`config.mk`:
```
export PLATFORM = sky130hd
export DESIGN_NAME = iosad_decoder
export DESIGN_NICKNAME = d
export VERILOG_FILES = /design/src/hdl/iosad_pkg.sv /design/src/hdl/iosad_decoder.sv
export SDC_FILE = /design/constraint.sdc
export NUM_CORES = 1
export LEC_CHECK = 0
export ABC_CLOCK_PERIOD_IN_PS = 3100
export BUFFER_PORTS_ARGS = -buffer_cell sky130_fd_sc_hd__buf_2
export CAP_MARGIN = 20
export CELL_PAD_IN_SITES_DETAIL_PLACEMENT = 0
export CELL_PAD_IN_SITES_GLOBAL_PLACEMENT = 1
export CORE_MARGIN = 2
export CORE_UTILIZATION = 38
export CTS_CLUSTER_SIZE = 25
export DETAILED_ROUTE_END_ITERATION = 7
export GPL_TIMING_DRIVEN = 0
export HOLD_SLACK_MARGIN = 0.1
export MAX_ROUTING_LAYER = met4
export PLACE_DENSITY_LB_ADDON = 0.12
export SETUP_SLACK_MARGIN = 0.1
export SLEW_MARGIN = 20
export SYNTH_ARGS = -nofsm -noshare
export SYNTH_HDL_FRONTEND = slang
export SYNTH_SLANG_ARGS = --single-unit
```
`constraint.sdc`:
```
create_clock -name clk -period 3.1 [get_ports clk]
set_clock_uncertainty 0.05 [all_clocks]
set_input_delay 0.31 -clock clk [delete_from_list [all_inputs] [get_ports clk]]
set_output_delay 0.31 -clock clk [all_outputs]
set_load 0.01 [all_outputs]
```
`src/hdl/iosad_pkg.sv`:
```
package iosad_pkg;

    // Address field layout
    localparam int IO_HI_MSB    = 31;
    localparam int IO_HI_LSB    = 29;
    localparam int IO_FLAG_BIT  = 29;
    localparam int REGION_MSB   = 28;
    localparam int REGION_LSB   = 23;
    localparam int NODE_MSB     = 22;
    localparam int NODE_LSB     = 19;
    localparam int WIN_NODE_MSB = 28;
    localparam int WIN_NODE_LSB = 25;
    localparam int SEC_NODE_MSB = 16;
    localparam int SEC_NODE_LSB = 13;
    localparam int WIN_OFF_MSB  = 24;
    localparam int REG_OFF_MSB  = 18;

    // I/O space bases for each addressing mode
    localparam logic [31:0] IO_BASE_32  = 32'hE000_0000;
    localparam logic [31:0] IO_BASE_30  = 32'h2000_0000;
    localparam logic [31:0] NODE_BASE_32 = 32'hE180_0000;
    localparam logic [31:0] NODE_BASE_30 = 32'h2180_0000;
    localparam logic [31:0] NODE_STRIDE = 32'h0008_0000;
    localparam logic [2:0]  IO_HI_ONES  = 3'h7;
    localparam logic [1:0]  MODE30_HI   = 2'h1;

    // Region codes in bits 28:23 (64 granules of 8 Mbyte)
    localparam logic [5:0] PRIV_LAST    = 6'h02;
    localparam logic [5:0] NODESPACE_RG = 6'h03;

    // Node numbers
    localparam logic [3:0] NODE_NONE_LO = 4'h0;
    localparam logic [3:0] NODE_NONE_HI = 4'hF;
    localparam logic [3:0] WIN_LO_FIRST = 4'h1;
    localparam logic [3:0] WIN_LO_LAST  = 4'h5;
    localparam logic [3:0] WIN_HI_FIRST = 4'hA;
    localparam logic [3:0] WIN_HI_LAST  = 4'hE;

    // Register offsets within a node's region
    localparam logic [18:0] OFF_DEVICE_TYPE = 19'h0_0000;
    localparam logic [18:0] OFF_BUS_ERROR   = 19'h0_0004;
    localparam logic [18:0] OFF_BUS_ERR_EXT = 19'h0_0034;

    // Reset values
    localparam logic [31:0] DEVICE_TYPE_RST = 32'h0000_0000;
    localparam logic [31:0] ZERO32          = 32'h0000_0000;

    // Longword length code
    localparam logic [1:0] LEN_LONGWORD = 2'h0;

    typedef enum logic [2:0] {
        IOSAD_TGT_NONE   = 3'h0,
        IOSAD_TGT_MEMORY = 3'h1,
        IOSAD_TGT_PRIV   = 3'h2,
        IOSAD_TGT_NODE   = 3'h3,
        IOSAD_TGT_WINDOW = 3'h4
    } iosad_target_t;

    typedef enum logic [1:0] {
        IOSAD_ST_IDLE  = 2'h0,
        IOSAD_ST_RESP  = 2'h1,
        IOSAD_ST_FWD   = 2'h2
    } iosad_state_t;

    // One system bus reference
    typedef struct packed {
        logic        valid;
        logic        write;
        logic [1:0]  len;
        logic [31:0] addr;
        logic [31:0] wdata;
    } iosad_req_t;

    // Re-issued secondary bus reference
    typedef struct packed {
        logic        valid;
        logic        write;
        logic [3:0]  sec_node;
        logic [31:0] addr;
        logic [31:0] wdata;
    } iosad_fwd_t;

    // Decode result
    typedef struct packed {
        iosad_target_t tgt;
        logic [3:0]    node;
        logic          own;
    } iosad_dec_t;

endpackage

```
`src/hdl/iosad_decoder.sv`:
```
`timescale 1ns/1ps
`default_nettype none
// What this block does
// - References to the private region are kept local and never put on the shared bus.
// - The private region is E000 0000 to E17F FFFF, or 2000 0000 to 217F FFFF in 30-bit mode.
// - Nodespace is sixteen 512-Kbyte regions from E180 0000 to E1FF FFFF (or 2180 0000 to 21FF FFFF).
// - A node's region starts at the nodespace base plus node id times 80000.
// - Node ids 0 and F have no responder in nodespace.
// - Ten 32-Mbyte adapter windows: nodes 1-5 from E200 0000 and nodes A-E from F400 0000.
// - Node positions 6 to 9 get no adapter window.
// - In 30-bit mode addresses use leading 2 for E and 3 for F.
// - Each node has device_type at +00, bus_error at +04 and bus_error_extension at +34.
// - Longword references that hit this adapter's window are re-issued on the secondary bus.
// - The secondary address is the I/O base plus the offset into the window.
// - Only the secondary bus I/O space is reachable; no path to its memory space.
// - Bits 28:25 of a window address name the adapter's system bus node.
// - Bits 16:13 of a window address name the node on the secondary bus.
// - In 32-bit mode the I/O flag is set only when bits 31:29 are all ones; then only 28:0 count.
module iosad_decoder (
    input  wire logic                clk,
    input  wire logic                rstn,
    input  wire logic                mode30,
    input  wire logic [3:0]          node_id,
    input  wire logic                is_bridge,
    input  wire logic [31:0]         device_type_val,
    input  wire logic                err_event,
    input  wire logic [31:0]         err_info,
    input  wire iosad_pkg::iosad_req_t req,
    output var  iosad_pkg::iosad_dec_t dec_r,
    output logic                     local_hit_r,
    output logic                     bus_claim_r,
    output logic                     resp_valid_r,
    output logic [31:0]              resp_data_r,
    output var  iosad_pkg::iosad_fwd_t fwd_r
);
    import iosad_pkg::*;

    ////////////////////////////////////////////////////////////////////////////
    // Pin synchronisers for strap and error inputs
    logic       mode_s1_r, mode_s2_r;
    logic [3:0] node_s1_r, node_s2_r;
    logic       brg_s1_r,  brg_s2_r;
    logic       err_s1_r,  err_s2_r;

    // Two-flop synchronisers; first stage feeds only the second
    always_ff @(posedge clk or negedge rstn) begin
        if (!rstn) begin
            mode_s1_r <= 1'b0;
            mode_s2_r <= 1'b0;
            node_s1_r <= NODE_NONE_LO;
            node_s2_r <= NODE_NONE_LO;
            brg_s1_r  <= 1'b0;
            brg_s2_r  <= 1'b0;
            err_s1_r  <= 1'b0;
            err_s2_r  <= 1'b0;
        end else begin
            mode_s1_r <= mode30;
            mode_s2_r <= mode_s1_r;
            node_s1_r <= node_id;
            node_s2_r <= node_s1_r;
            brg_s1_r  <= is_bridge;
            brg_s2_r  <= brg_s1_r;
            err_s1_r  <= err_event;
            err_s2_r  <= err_s1_r;
        end
    end

    ////////////////////////////////////////////////////////////////////////////
    // Address decode functions

    // Window-owning node check
    function automatic logic has_window(input logic [3:0] n);
        has_window = (n >= WIN_LO_FIRST && n <= WIN_LO_LAST) ||
                     (n >= WIN_HI_FIRST && n <= WIN_HI_LAST);
    endfunction

    // I/O space test per mode
    function automatic logic is_io(input logic [31:0] a, input logic m30);
        if (m30)
            is_io = (a[IO_HI_MSB:IO_HI_LSB+1] == 2'h0) && a[IO_FLAG_BIT];
        else
            is_io = (a[IO_HI_MSB:IO_HI_LSB] == IO_HI_ONES);
    endfunction

    // Decode wires for the incoming reference
    logic [31:0]   a;
    logic          io_w;
    logic [5:0]    region_w;
    logic [3:0]    ns_node_w;
    logic [3:0]    win_node_w;
    logic          priv_w;
    logic          nodesp_w;
    logic          window_w;
    logic          ns_impl_w;
    logic          win_impl_w;
    iosad_dec_t    dec_w;
    logic [31:0]   node_base_w;
    logic [31:0]   own_base_w;
    logic [18:0]   reg_off_w;
    logic [31:0]   io_base_w;
    logic [31:0]   win_off_w;

    assign a          = req.addr;
    assign io_w       = is_io(a, mode_s2_r);
    // Only bits 28:0 count once I/O space is selected
    assign region_w   = a[REGION_MSB:REGION_LSB];
    assign ns_node_w  = a[NODE_MSB:NODE_LSB];
    assign win_node_w = a[WIN_NODE_MSB:WIN_NODE_LSB];
    assign priv_w     = io_w && (region_w <= PRIV_LAST);
    assign nodesp_w   = io_w && (region_w == NODESPACE_RG);
    assign window_w   = io_w && !priv_w && !nodesp_w;
    assign ns_impl_w  = (ns_node_w != NODE_NONE_LO) && (ns_node_w != NODE_NONE_HI);
    assign win_impl_w = has_window(win_node_w);
    assign io_base_w  = mode_s2_r ? IO_BASE_30 : IO_BASE_32;
    assign node_base_w = mode_s2_r ? NODE_BASE_30 : NODE_BASE_32;
    // Node region base: nodespace base plus id times stride
    assign own_base_w = node_base_w + NODE_STRIDE * {28'h0, node_s2_r};
    assign reg_off_w  = a[REG_OFF_MSB:0];
    assign win_off_w  = {7'h00, a[WIN_OFF_MSB:0]};

    // Target classification; unclaimed holes report NONE
    always_comb begin
        dec_w.node = NODE_NONE_LO;
        dec_w.own  = 1'b0;
        dec_w.tgt  = IOSAD_TGT_NONE;
        if (!req.valid) begin
            dec_w.tgt = IOSAD_TGT_NONE;
        end else if (!io_w) begin
            dec_w.tgt = IOSAD_TGT_MEMORY;
        end else if (priv_w) begin
            dec_w.tgt = IOSAD_TGT_PRIV;
        end else if (nodesp_w && ns_impl_w) begin
            dec_w.tgt  = IOSAD_TGT_NODE;
            dec_w.node = ns_node_w;
            dec_w.own  = ({a[31:REG_OFF_MSB+1], {(REG_OFF_MSB+1){1'b0}}} == own_base_w);
        end else if (window_w && win_impl_w) begin
            dec_w.tgt  = IOSAD_TGT_WINDOW;
            dec_w.node = win_node_w;
            dec_w.own  = brg_s2_r && (win_node_w == node_s2_r);
        end
    end

    ////////////////////////////////////////////////////////////////////////////
    // Register file of this node
    logic [31:0] bus_error_r,   bus_error_nxt;
    logic [31:0] bus_err_ext_r, bus_err_ext_nxt;
    logic        reg_dev_w, reg_ber_w, reg_bee_w, reg_hit_w;
    logic        own_node_w, own_win_w, fwd_ok_w;
    logic [31:0] rd_data_w;

    assign own_node_w = (dec_w.tgt == IOSAD_TGT_NODE) && dec_w.own;
    assign own_win_w  = (dec_w.tgt == IOSAD_TGT_WINDOW) && dec_w.own;
    // Register select within own region
    assign reg_dev_w  = own_node_w && (reg_off_w == OFF_DEVICE_TYPE);
    assign reg_ber_w  = own_node_w && (reg_off_w == OFF_BUS_ERROR);
    assign reg_bee_w  = own_node_w && (reg_off_w == OFF_BUS_ERR_EXT);
    assign reg_hit_w  = reg_dev_w || reg_ber_w || reg_bee_w;
    // Only longword references are re-issued
    assign fwd_ok_w   = own_win_w && (req.len == LEN_LONGWORD);

    // Read data select
    assign rd_data_w = reg_dev_w ? device_type_val :
                       reg_ber_w ? bus_error_r :
                       reg_bee_w ? bus_err_ext_r : ZERO32;

    // Error capture: write-one-to-clear, hardware set wins over clear
    always_comb begin
        bus_error_nxt   = bus_error_r;
        bus_err_ext_nxt = bus_err_ext_r;
        if (req.write && reg_ber_w)
            bus_error_nxt = bus_error_r & ~req.wdata;
        if (req.write && reg_bee_w)
            bus_err_ext_nxt = bus_err_ext_r & ~req.wdata;
        if (err_s2_r) begin
            bus_error_nxt   = bus_error_nxt | err_info;
            bus_err_ext_nxt = bus_err_ext_nxt | err_info;
        end
    end

    // Error register storage
    always_ff @(posedge clk or negedge rstn) begin
        if (!rstn) begin
            bus_error_r   <= ZERO32;
            bus_err_ext_r <= ZERO32;
        end else begin
            bus_error_r   <= bus_error_nxt;
            bus_err_ext_r <= bus_err_ext_nxt;
        end
    end

    ////////////////////////////////////////////////////////////////////////////
    // Output registers
    iosad_fwd_t fwd_nxt;

    // Secondary bus request: I/O base plus window offset only
    always_comb begin
        fwd_nxt.valid    = fwd_ok_w;
        fwd_nxt.write    = req.write;
        fwd_nxt.sec_node = a[SEC_NODE_MSB:SEC_NODE_LSB];
        fwd_nxt.addr     = io_base_w + win_off_w;
        fwd_nxt.wdata    = req.wdata;
    end

    // Registered decode, claim and answers
    always_ff @(posedge clk or negedge rstn) begin
        if (!rstn) begin
            dec_r        <= '0;
            local_hit_r  <= 1'b0;
            bus_claim_r  <= 1'b0;
            resp_valid_r <= 1'b0;
            resp_data_r  <= ZERO32;
            fwd_r        <= '0;
        end else begin
            dec_r        <= dec_w;
            local_hit_r  <= (dec_w.tgt == IOSAD_TGT_PRIV);
            bus_claim_r  <= own_node_w || fwd_ok_w;
            resp_valid_r <= own_node_w && !req.write;
            resp_data_r  <= (own_node_w && !req.write) ? rd_data_w : ZERO32;
            fwd_r        <= fwd_nxt;
        end
    end

endmodule
`default_nettype wire

```
# [Word-level counts from Yosys, hierarchy flattened]
# Index checks and enable logic that the tools add are counted.
[totals] input_bits=141 regBits=191
[op_classes] order_cmp=5 n_reduce_logical=29 n_addsub=2 n_mux=19 n_eq_ne=10 bitwise_logic=5
[ops] op="$mux 32" n=10
[ops] op="$and 32x32->32" n=2
[ops] op="$or 32x32->32" n=2
[ops] op="$add 32x23->32" n=1
[ops] op="$add 32x25->32" n=1
[ops] op="$eq 32x32->1" n=1
[ops] op="$not 32->32" n=1
[ops] op="$logic_and 1x1->1" n=20
[ops] op="$eq 19x3->1 const B" n=1
[ops] op="$eq 19x6->1 const B" n=1
[ops] op="$logic_not 19->1" n=1
[ops] op="$mux 8" n=2
[ops] op="$mux 5" n=3
[ops] op="$mux 3" n=3
[ops] op="$eq 3x2->1 const B" n=2
[ops] op="$eq 3x3->1 const B" n=2
[ops] op="$eq 6x2->1 const B" n=1
[ops] op="$le 6x2->1 const B" n=1
[ops] op="$eq 4x4->1" n=1
[ops] op="$ge 4x1->1 const B" n=1
[ops] op="$ge 4x4->1 const B" n=1
[ops] op="$le 4x3->1 const B" n=1
[ops] op="$le 4x4->1 const B" n=1
[ops] op="$logic_not 2->1" n=2
[ops] op="5 further kinds" n=8

# [Longest topological paths before layout]
# Gate-level depths: netlist of run 1.
[depth] word_depth=20 mapped_depth=9

# [Worst setup path before layout of run 1]
# No wires, ideal clock.
[synth_path] kind="input to register" startpoint="in req[58] (netlist name)" endpoint="reg bus_error_r[0]" setup_ps=121 n_path_buf=2 arrival_time_ps=2245 setup_slack_ps=684 stages=8 path_cell_list="or4_1 > a211o_1 > nor4_1 > nor3b_2 > buf_4 > buf_2 > nand4_1 > a22o_1"
[synth_via] elab_chain_len=18
[synth_lines] element="from (decl)" line_no="iosad_decoder.sv:28" source="input wire iosad_pkg::iosad_req_t req,"
[synth_lines] element="$le 6x2->1" line_no="iosad_decoder.sv:109" source="assign priv_w = io_w && (region_w <= PRIV_LAST);"
[synth_lines] element="$logic_and 1x1->1" line_no="iosad_decoder.sv:109"
[synth_lines] element="$logic_not 1->1" line_no="iosad_decoder.sv:111" source="assign window_w = io_w && !priv_w && !nodesp_w;"
[synth_lines] element="$logic_and 1x1->1 (2 in series)" line_no="iosad_decoder.sv:111"
[synth_lines] element="$logic_and 1x1->1" line_no="iosad_decoder.sv:136" source="end else if (window_w && win_impl_w) begin"
[synth_lines] element="$mux 8" line_no="iosad_decoder.sv:136"
[synth_lines] element="$mux 8" line_no="iosad_decoder.sv:132" source="end else if (nodesp_w && ns_impl_w) begin"
[synth_lines] element="$mux 3" line_no="iosad_decoder.sv:130" source="end else if (priv_w) begin"
[synth_lines] element="[... 2 more ...]"
[synth_lines] element="$eq 3x2->1" line_no="iosad_decoder.sv:151" source="assign own_node_w = (dec_w.tgt == IOSAD_TGT_NODE) && dec_w.own;"
[synth_lines] element="$logic_and 1x1->1 *" line_no="iosad_decoder.sv:151"
[synth_lines] element="$logic_and 1x1->1 *" line_no="iosad_decoder.sv:155" source="assign reg_ber_w = own_node_w && (reg_off_w == OFF_BUS_ERROR);"
[synth_lines] element="$logic_and 1x1->1 *" line_no="iosad_decoder.sv:170" source="if (req.write && reg_ber_w)"
[synth_lines] element="$mux 32 *" line_no="iosad_decoder.sv:170"
[synth_lines] element="$or 32x32->32" line_no="iosad_decoder.sv:175" source="bus_error_nxt = bus_error_nxt | err_info;"
[synth_lines] element="$mux 32 *" line_no="iosad_decoder.sv:174" source="if (err_s2_r) begin"
[synth_lines] element="named net bus_error_nxt[0]" line_no="iosad_decoder.sv:145" source="logic [31:0] bus_error_r, bus_error_nxt;"
[synth_lines] element="to (signal assigned)" line_no="iosad_decoder.sv:186" source="bus_error_r <= bus_error_nxt;"
[synth_lines] element="to (decl)" line_no="iosad_decoder.sv:145"
# The timed path passes the listed nets; every way through them passes the cells marked *.

# [Worst setup path in the final report of run 1]
[layout_path] startpoint="in req[54] (netlist name)" endpoint="reg resp_data_r[11]"
[layout_via] elab_chain_len=14
[layout_lines] element="$ne 4x4->1 / $reduce_bool 4->1 (equally long branches)" line_no="iosad_decoder.sv:112" source="assign ns_impl_w = (ns_node_w != NODE_NONE_LO) && (ns_node_w != NODE_NONE_HI);"
[layout_lines] element="$logic_and 1x1->1" line_no="iosad_decoder.sv:112"
[layout_lines] element="$logic_and 1x1->1" line_no="iosad_decoder.sv:132"
[layout_lines] element="$mux 8 *" line_no="iosad_decoder.sv:132"
[layout_lines] element="$mux 3" line_no="iosad_decoder.sv:130"
[layout_lines] element="$mux 3" line_no="iosad_decoder.sv:128" source="end else if (!io_w) begin"
[layout_lines] element="$mux 3" line_no="iosad_decoder.sv:126" source="if (!req.valid) begin"
[layout_lines] element="$eq 3x2->1" line_no="iosad_decoder.sv:151"
[layout_lines] element="$logic_and 1x1->1 *" line_no="iosad_decoder.sv:151"
[layout_lines] element="$logic_and 1x1->1" line_no="iosad_decoder.sv:156" source="assign reg_bee_w = own_node_w && (reg_off_w == OFF_BUS_ERR_EXT);"
[layout_lines] element="$mux 32" line_no="iosad_decoder.sv:164" source="reg_bee_w ? bus_err_ext_r : ZERO32;"
[layout_lines] element="$mux 32" line_no="iosad_decoder.sv:163" source="reg_ber_w ? bus_error_r :"
[layout_lines] element="$mux 32" line_no="iosad_decoder.sv:162" source="assign rd_data_w = reg_dev_w ? device_type_val :"
[layout_lines] element="$mux 32 *" line_no="iosad_decoder.sv:218" source="resp_data_r <= (own_node_w && !req.write) ? rd_data_w : ZERO32;"
[layout_lines] element="to (signal assigned)" line_no="iosad_decoder.sv:218"
[layout_lines] element="to (decl)" line_no="iosad_decoder.sv:33" source="output logic [31:0] resp_data_r,"
# Every way passes the cells marked *; elsewhere a longest branch is shown, timed or not.

==> results of run 1 <==
==> final cells by class <==
class / instances / area, µm²
Inverter: 4 / 15.01
Multi-Input combinational cell: 354 / 2354
Clock inverter: 11 / 123.9
Clock buffer: 21 / 450.4
Timing Repair Buffer: 355 / 2335
Sequential cell: 182 / 4554
Buffer: 70 / 366.6
Fill cell: 1625 / 8207
Tap cell: 234 / 292.8
Antenna cell: 3 / 7.507
==> Yosys cell counts (2+ instances only) <==
cell         n  share of area, %
a21boi_0     2              0.21
a22o_1      64               7.7
a22oi_1      4              0.41
a311oi_1    24               2.9
a31oi_1      9              0.78
and2_1       3              0.26
and3_1      32               2.8
buf_1        9              0.47
buf_2       17               1.2
buf_4       14               1.5
buf_6        3              0.47
clkbuf_1    27               1.4
conb_1       2              0.10
dfrtp_1    182                63
inv_1        4              0.21
nand2_1      8              0.41
nand3_1     66               4.6
nand4_1     66               5.7
nor2_1      29               1.5
nor3_1       3              0.21
nor4_1       6              0.52
o2111ai_1    9               1.1
or3_1        2              0.17
or4_1        3              0.31
xnor2_1      2              0.24
xor2_1       6              0.73
==> flip-flops by register name, indices dropped and copies added (netlist names) <==
name           cells
fwd_r             61
bus_err_ext_r     32
bus_error_r       32
resp_data_r       32
dec_r              8
node_s1_r          4
node_s2_r          4
brg_s1_r           1
brg_s2_r           1
bus_claim_r        1
err_s1_r           1
err_s2_r           1
local_hit_r        1
mode_s1_r          1
mode_s2_r          1
resp_valid_r       1
==> through the flow <==
| step | utilization [%] | cell area, µm² | instances | setup TNS [ps] |
|---|---|---|---|---|
| floorplan | - | 7253 | 610 | 0 |
| global placement | 47.00 | 8792 | 1093 | -200660 |
| detailed placement | 47.20 | 8830 | 1094 | -281.0 |
| CTS | 55.90 | 10460 | 1231 | 0 |
| global route | 56.13 | 10500 | 1234 | 0 |
| finish | 56.13 | 10500 | 1234 | 0 |
==> critical path, delay by kind of cell <==
| family | cells | cell delay [ps] |
|---|---|---|
| AOI/OAI and AO/OA | 3 | 930 |
| buffers and inverters | 5 | 1410 |
| and+or+nand+nor | 3 | 600 |
==> layer usage <==
| metal | global-route usage, % | wire length, µm | vias to the layer above |
|---|---|---|---|
| met4 | 9.842 | 520 | 0 |
| met5 | - | 0 | - |
| li1 | - | - | 3051 |
| met1 | 34.00 | 11070 | 3405 |
| met2 | 40.05 | 12250 | 266 |
| met3 | 4.273 | 1258 | 38 |
==> cell families after synthesis <==
kind of cell	count (synthesis)	synth area share, %
other	2	0.1037
buffers and inverters	74	5.166
AO/OA/AOI/OAI	116	13.67
XOR/XNOR	8	0.9676
AND/OR/NAND/NOR	225	17.21
flip-flops	182	62.89
==> placed cells by master, fill, tap and decap left out, drive strengths merged, types with 7 or more instances in the layout <==
cell type    count
nand3           67
o2111ai          9
dfrtp          182
a22o            64
nand4           66
dlygate4sd3    105
inv              7
nand2            8
and3            32
nor2            30
clkbuf          51
a311oi          24
a31oi            9
buf            290
==> worst paths after layout <==
| kind | end | slack (ps) | depth (start not counted) |
|---|---|---|---|
| max reg2reg | resp_data_r[11] | 190 | 8 |
| max | resp_data_r[11] | 100 | 11 |
| min reg2reg | node_s2_r[2] | 300 | 0 |
| min in group asynchronous | fwd_r[64] | 400 | 2 |
| max in group asynchronous | fwd_r[22] | 1660 | 3 |
| min | resp_data_r[14] | 110 | 3 |
==> power by group through the flow <==
stage,combinational [µW],sequential [µW],clock [µW]
floorplan,73.9,2510,0
global placement,346,2480,0
detailed placement,359,2480,0
CTS,462,2440,2200
global route,502,2440,2300
finish,462,2440,2170
==> timing repair <==
item,4_1_cts,5_1_grt
endpoints found under the hold margin,222,0
hold buffers,105,0
setup endpoints to repair,16,49
gates resized for setup,2,13
buffers inserted,0,0
==> impl_metrics.tcl, run 1 <==
set metrics [dict create \
    status "finished clean" \
    cp-start-kind "primary input" \
    drive_above_1_share_pct 32.90 \
    power.density_nw_per_um2 483.3 \
    cts_sinks 182 \
    cpMaxStageDelayCell "dlygate4sd3_1" \
    cts_tree "yes" \
    ys_seq_area_share_pct 62.89 \
    start_util_pct 38.72 \
    num_vias 6760 \
    holdWs_ps 106.7 \
    clkLatencyLatePin_ps 430 \
    clock_power_share_pct 42.8 \
    gp_congestion 0.8226 \
    die_y_um 142.1 \
    first_iter_violations 408 \
    ios 254 \
    min_from "device_type_val[14]" \
    netlist_area_um2 7242 \
    crit_required_ps 3360 \
    drt-pass1-iter-count 4 \
    path_max_fanout 10 \
    maxSlewViolCount 0 \
    routed_wl_mm 25.09 \
    nNetsFinal 1125 \
    hpwl_mm 16.84 \
    crit_path_cell_trace "dlygate4sd3_1 > buf_2 > or4_1 > nand2_1 > or3_1 > clkbuf_1 > o2bb2ai_2 > buf_4 > buf_2 > o2111ai_1 > a31oi_1" \
    syn2layout_area_growth_pct 44.97 \
    p_leak_uw 0.004882 \
    worstPathArrival_ps 3260 \
    p_sw_uw 1219 \
    fp.dieArea_um2 20180 \
    ys_seq_elements 182 \
    ys_warn_count 0 \
    cap_violations 0 \
    grt_max_degree 95 \
    wl_per_cell_um 20.33 \
    power.share.combinational_pct 9.1 \
    cts_root_buf "clkbuf_16" \
    die_width_um 142.1 \
    pre_cts_ws_ps -128.5 \
    core_um2 18710 \
    antenna_found_initial 3 \
    grt_pass1_wl_mm 38.08 \
    cts.htree.levels 4 \
    num_rows 50 \
    finalHoldViolations 0 \
    fin_crit_ps 2998 \
    clock.fmax_mhz 333.6 \
    r2r_start "mode_s2_r" \
    io_buffers 249 \
    synth_ff_type "dfrtp_1" \
    crit_top_cell "buf_2" \
    crit_path_end_kind "register" \
    clk_pin_slew_worst_paths_ps 70 \
    slowest_delay_ps 530 \
    gr-total-overflow 0 \
    synth_cell_types 37 \
    cts_buffers 17 \
    rsz0062_at_grt "yes" \
    ant_nets 0 \
    clock_path_buffers 2 \
    fin_ws_ps 102.2 \
    cp-startpoint "req[54]" \
    finalSetupViolCount 0 \
    grt_use_total_pct 25.72 \
    power_uw 5074 \
    synth_enable_flop_cells 0 \
    critPathKind "primary input to register" \
    p_seq_share_pct 48.1 \
    ir_worst_vdd_mv 0.3828 \
    period_share_pct 96.70 \
    drc_errors 0 \
    worst_slew_pin_slew_ps 737.7 \
    syn_inst 607 \
    worstHoldPathType "primary input to register" \
    relSlewSlack_pct 50.82 \
    synth_area_per_cell_um2 11.93 \
    async_flop_share_pct 100.0 \
    vias_per_cell 5.478 \
    grt_pass1_vias 6875 \
    netSwitchingFraction_pct 24.03 \
    cell_internal_pwr_uw 3855 \
]
Power figures use the tool's default switching activity.
==> inputs of run 2 (changes only) <==
ABC_AREA = 1   (was default)
CORE_UTILIZATION = 37   (was 38)
==> impl_metrics.tcl, run 2 <==
set metrics [dict create \
    synth_area_per_cell_um2 9.056 \
    ir_worst_vdd_mv 0.3668 \
    yosysTopAreaCell "dfrtp_1" \
    placed_area_um2 9358 \
    gr-total-overflow 0 \
    synth_enable_flop_cells 0 \
    maxSlewViolCount 0 \
    fp.dieArea_um2 21970 \
    cts_sinks 182 \
    worstHoldPathType "primary input to register" \
    die_y_um 148.2 \
    drc_errors 0 \
    die_width_um 148.2 \
    num_vias 6770 \
    grt_use_met3_pct 3.988 \
    rsz0062_at_grt "no" \
    grt_use_total_pct 21.29 \
    top_usage_layer "met2" \
    r2r_cells 11 \
    fin_tns_setup_ps 0 \
    fin_area_um2 10970 \
    gp_congestion 0.7945 \
    io_buffers 249 \
    r2r_slack_ps 1110 \
    synth_compound_area_share_pct 4.941 \
    drt-pass1-iter-count 4 \
    synth.area.mux_share_pct 0 \
    ios 254 \
    synthXorXnorAreaFrac_pct 0.1138 \
    status "finished clean" \
    cap_violations 0 \
    grt_pass1_wl_mm 35.33 \
    post_cts_resized 0 \
    yosysTopAreaCellShare_pct 59.17 \
    period_share_pct 79.22 \
    hpwl_mm 15.42 \
    cts_root_buf "clkbuf_16" \
    clk_pin_slew_worst_paths_ps 70 \
    synthAdderAreaFrac_pct 0 \
    power_uw 5063 \
    syn_inst 850 \
    largest_reg_flops 61 \
    synth_cell_types 27 \
    ys_seq_elements 182 \
    finalHoldViolations 0 \
    slowest_delay_ps 540 \
    cts_tree "yes" \
    wl_per_cell_um 14.70 \
    antenna_found_initial 2 \
    clock.fmax_mhz 407.2 \
    netlist_area_um2 7697 \
    clkLatencyLatePin_ps 430 \
    grtUsageMet2_pct 34.81 \
    finalSetupViolCount 0 \
    clock_path_buffers 2 \
    routed_wl_mm 22.19 \
    synth_top_family_by_area "simple AND/OR/NAND/NOR gates" \
    relSlewSlack_pct 58.63 \
    syn2layout_area_growth_pct 42.46 \
    top_register "fwd_r" \
    crit_path_end "resp_data_r[22]" \
    r2r_start "mode_s2_r" \
    p_leak_uw 0.005791 \
    synth_common_cells "nand2_1, dfrtp_1, inv_1" \
    final_common_cell "buf_2" \
    async_flop_share_pct 100.0 \
    ys_top_cells_by_area "dfrtp_1, nand2_1, inv_1" \
    ys_seq_area_share_pct 59.17 \
    path_max_fanout 10 \
    cpMaxStageDelayCell "dlygate4sd3_1" \
    nNetsFinal 1365 \
    core_um2 20300 \
    num_rows 52 \
    drive_above_1_share_pct 29.99 \
    crit_path_end_kind "register" \
    r2r-end "resp_data_r[22]" \
    ant_nets 0 \
    start_util_pct 37.92 \
    cts.htree.levels 4 \
    grt_use_met1_pct 27.23 \
    crit_path_cell_trace "dlygate4sd3_1 > buf_2 > nor2_1 > nand2_1 > nor2_1 > nand2_1 > nor2_1 > clkbuf_1 > nand4_1 > nand3_1 > nand2_1 > inv_1" \
    cp-startpoint "req[47]" \
    grt_pass1_vias 6885 \
    worst_slew_pin_slew_ps 620.6 \
    worstPathArrival_ps 2790 \
    synth_ff_type "dfrtp_1" \
    power.density_nw_per_um2 461.7 \
    synthSimpleGateAreaFrac_pct 25.41 \
    ys_warn_count 0 \
    cp-start-kind "primary input" \
    first_iter_violations 403 \
    mostFrequentLayoutCells "buf_2, nand2_1, dfrtp_1" \
    vias_per_cell 4.486 \
    fin_crit_ps 2456 \
    crit_required_ps 3430 \
    grt_max_degree 83 \
    yosysMostFrequentCell "nand2_1" \
    cts_buffers 17 \
    critPathKind "primary input to register" \
]
[run 2: cell types whose count changed after synthesis, sizes merged, moves of 14 or more]
cell / previous run / this run
nand2: 8 / 208
inv: 4 / 125
o21ai: 0 / 70
a22o: 64 / 0
and3: 32 / 0
clkbuf: 27 / 13
nand3: 67 / 37
a311oi: 24 / 0
nor2: 30 / 95
[run 2: repair_timing]
item	CTS	global route
buffers inserted	0	0
hold buffers	101	0
endpoints found under the hold margin	313	0
setup endpoints to repair	0	0
[run 2: worst min-delay path by stage]
| stage | startpoint | cells after the start | slack [ps] | endpoint |
|---|---|---|---|---|
| final | req[60] | 3 | 130 | dec_r[4] |
| after global routing | req[58] | 3 | 140 | dec_r[2] |
| after floorplan | rstn | 0 | -40 | brg_s1_r |
| after CTS | req[60] | 3 | 110 | dec_r[4] |
| after detailed placement | rstn | 1 | 100 | fwd_r[62] |
| after global placement | mode_s1_r | 0 | 280 | mode_s2_r |
[run 2: cell families (layout without fill, tap and decap cells)]
kind of cell              count (synthesis)  count (layout)
AOI/OAI and AO/OA                        76              76
xor gates and xnor gates                  1               1
buffers and inverters                   175             559
DFF                                     182             182
other                                     2               7
and+or+nand+nor                         414             414
[run 2: per-stage QoR]
step | setup WS (ps) | utilization, % | instances | hold slack (ps)
2_1_floorplan | 1479 | - | 853 | -35.59
3_3_place_gp | -1314 | 45.78 | 1372 | 281.2
3_5_place_dp | 709.4 | 46.10 | 1374 | 102.1
4_1_cts | 638.5 | 53.99 | 1507 | 106.1
5_1_grt | 423.9 | 54.02 | 1509 | 136.0
6_report | 644.2 | 54.02 | 1509 | 126.4
[run 2: critical path, delay by kind of cell]
kind	cells	cell delay, ps
AND/OR/NAND/NOR	8	1290
buffers and inverters	4	1180
[run 2: routing by layer]
metal / wire [µm] / vias up
li1: - / 3418
met3: 1073 / 23
met2: 10920 / 197
met4: 337 / 0
met5: 0 / -
met1: 9858 / 3132
[run 2: layout make-up]
| type | instances | area, µm² |
|---|---|---|
| fill | 1955 | 9334 |
| sequential | 182 | 4554 |
| multi-input combinational | 496 | 2364 |
| timing repair buffer | 352 | 2322 |
| inverter | 125 | 471.7 |
| clock buffer | 19 | 452.9 |
| tap | 270 | 337.8 |
| buffer | 50 | 319.1 |
| clock inverter | 13 | 138.9 |
| antenna | 2 | 5.005 |
[run 2: power breakdown]
| group | leakage (µW) | total, µW | switching, µW | internal (µW) |
|---|---|---|---|---|
| logic | 0.00347 | 435 | 218 | 217 |
| registers | 0.00203 | 2440 | 14.7 | 2420 |
| clock network | 0.000283 | 2190 | 1010 | 1180 |
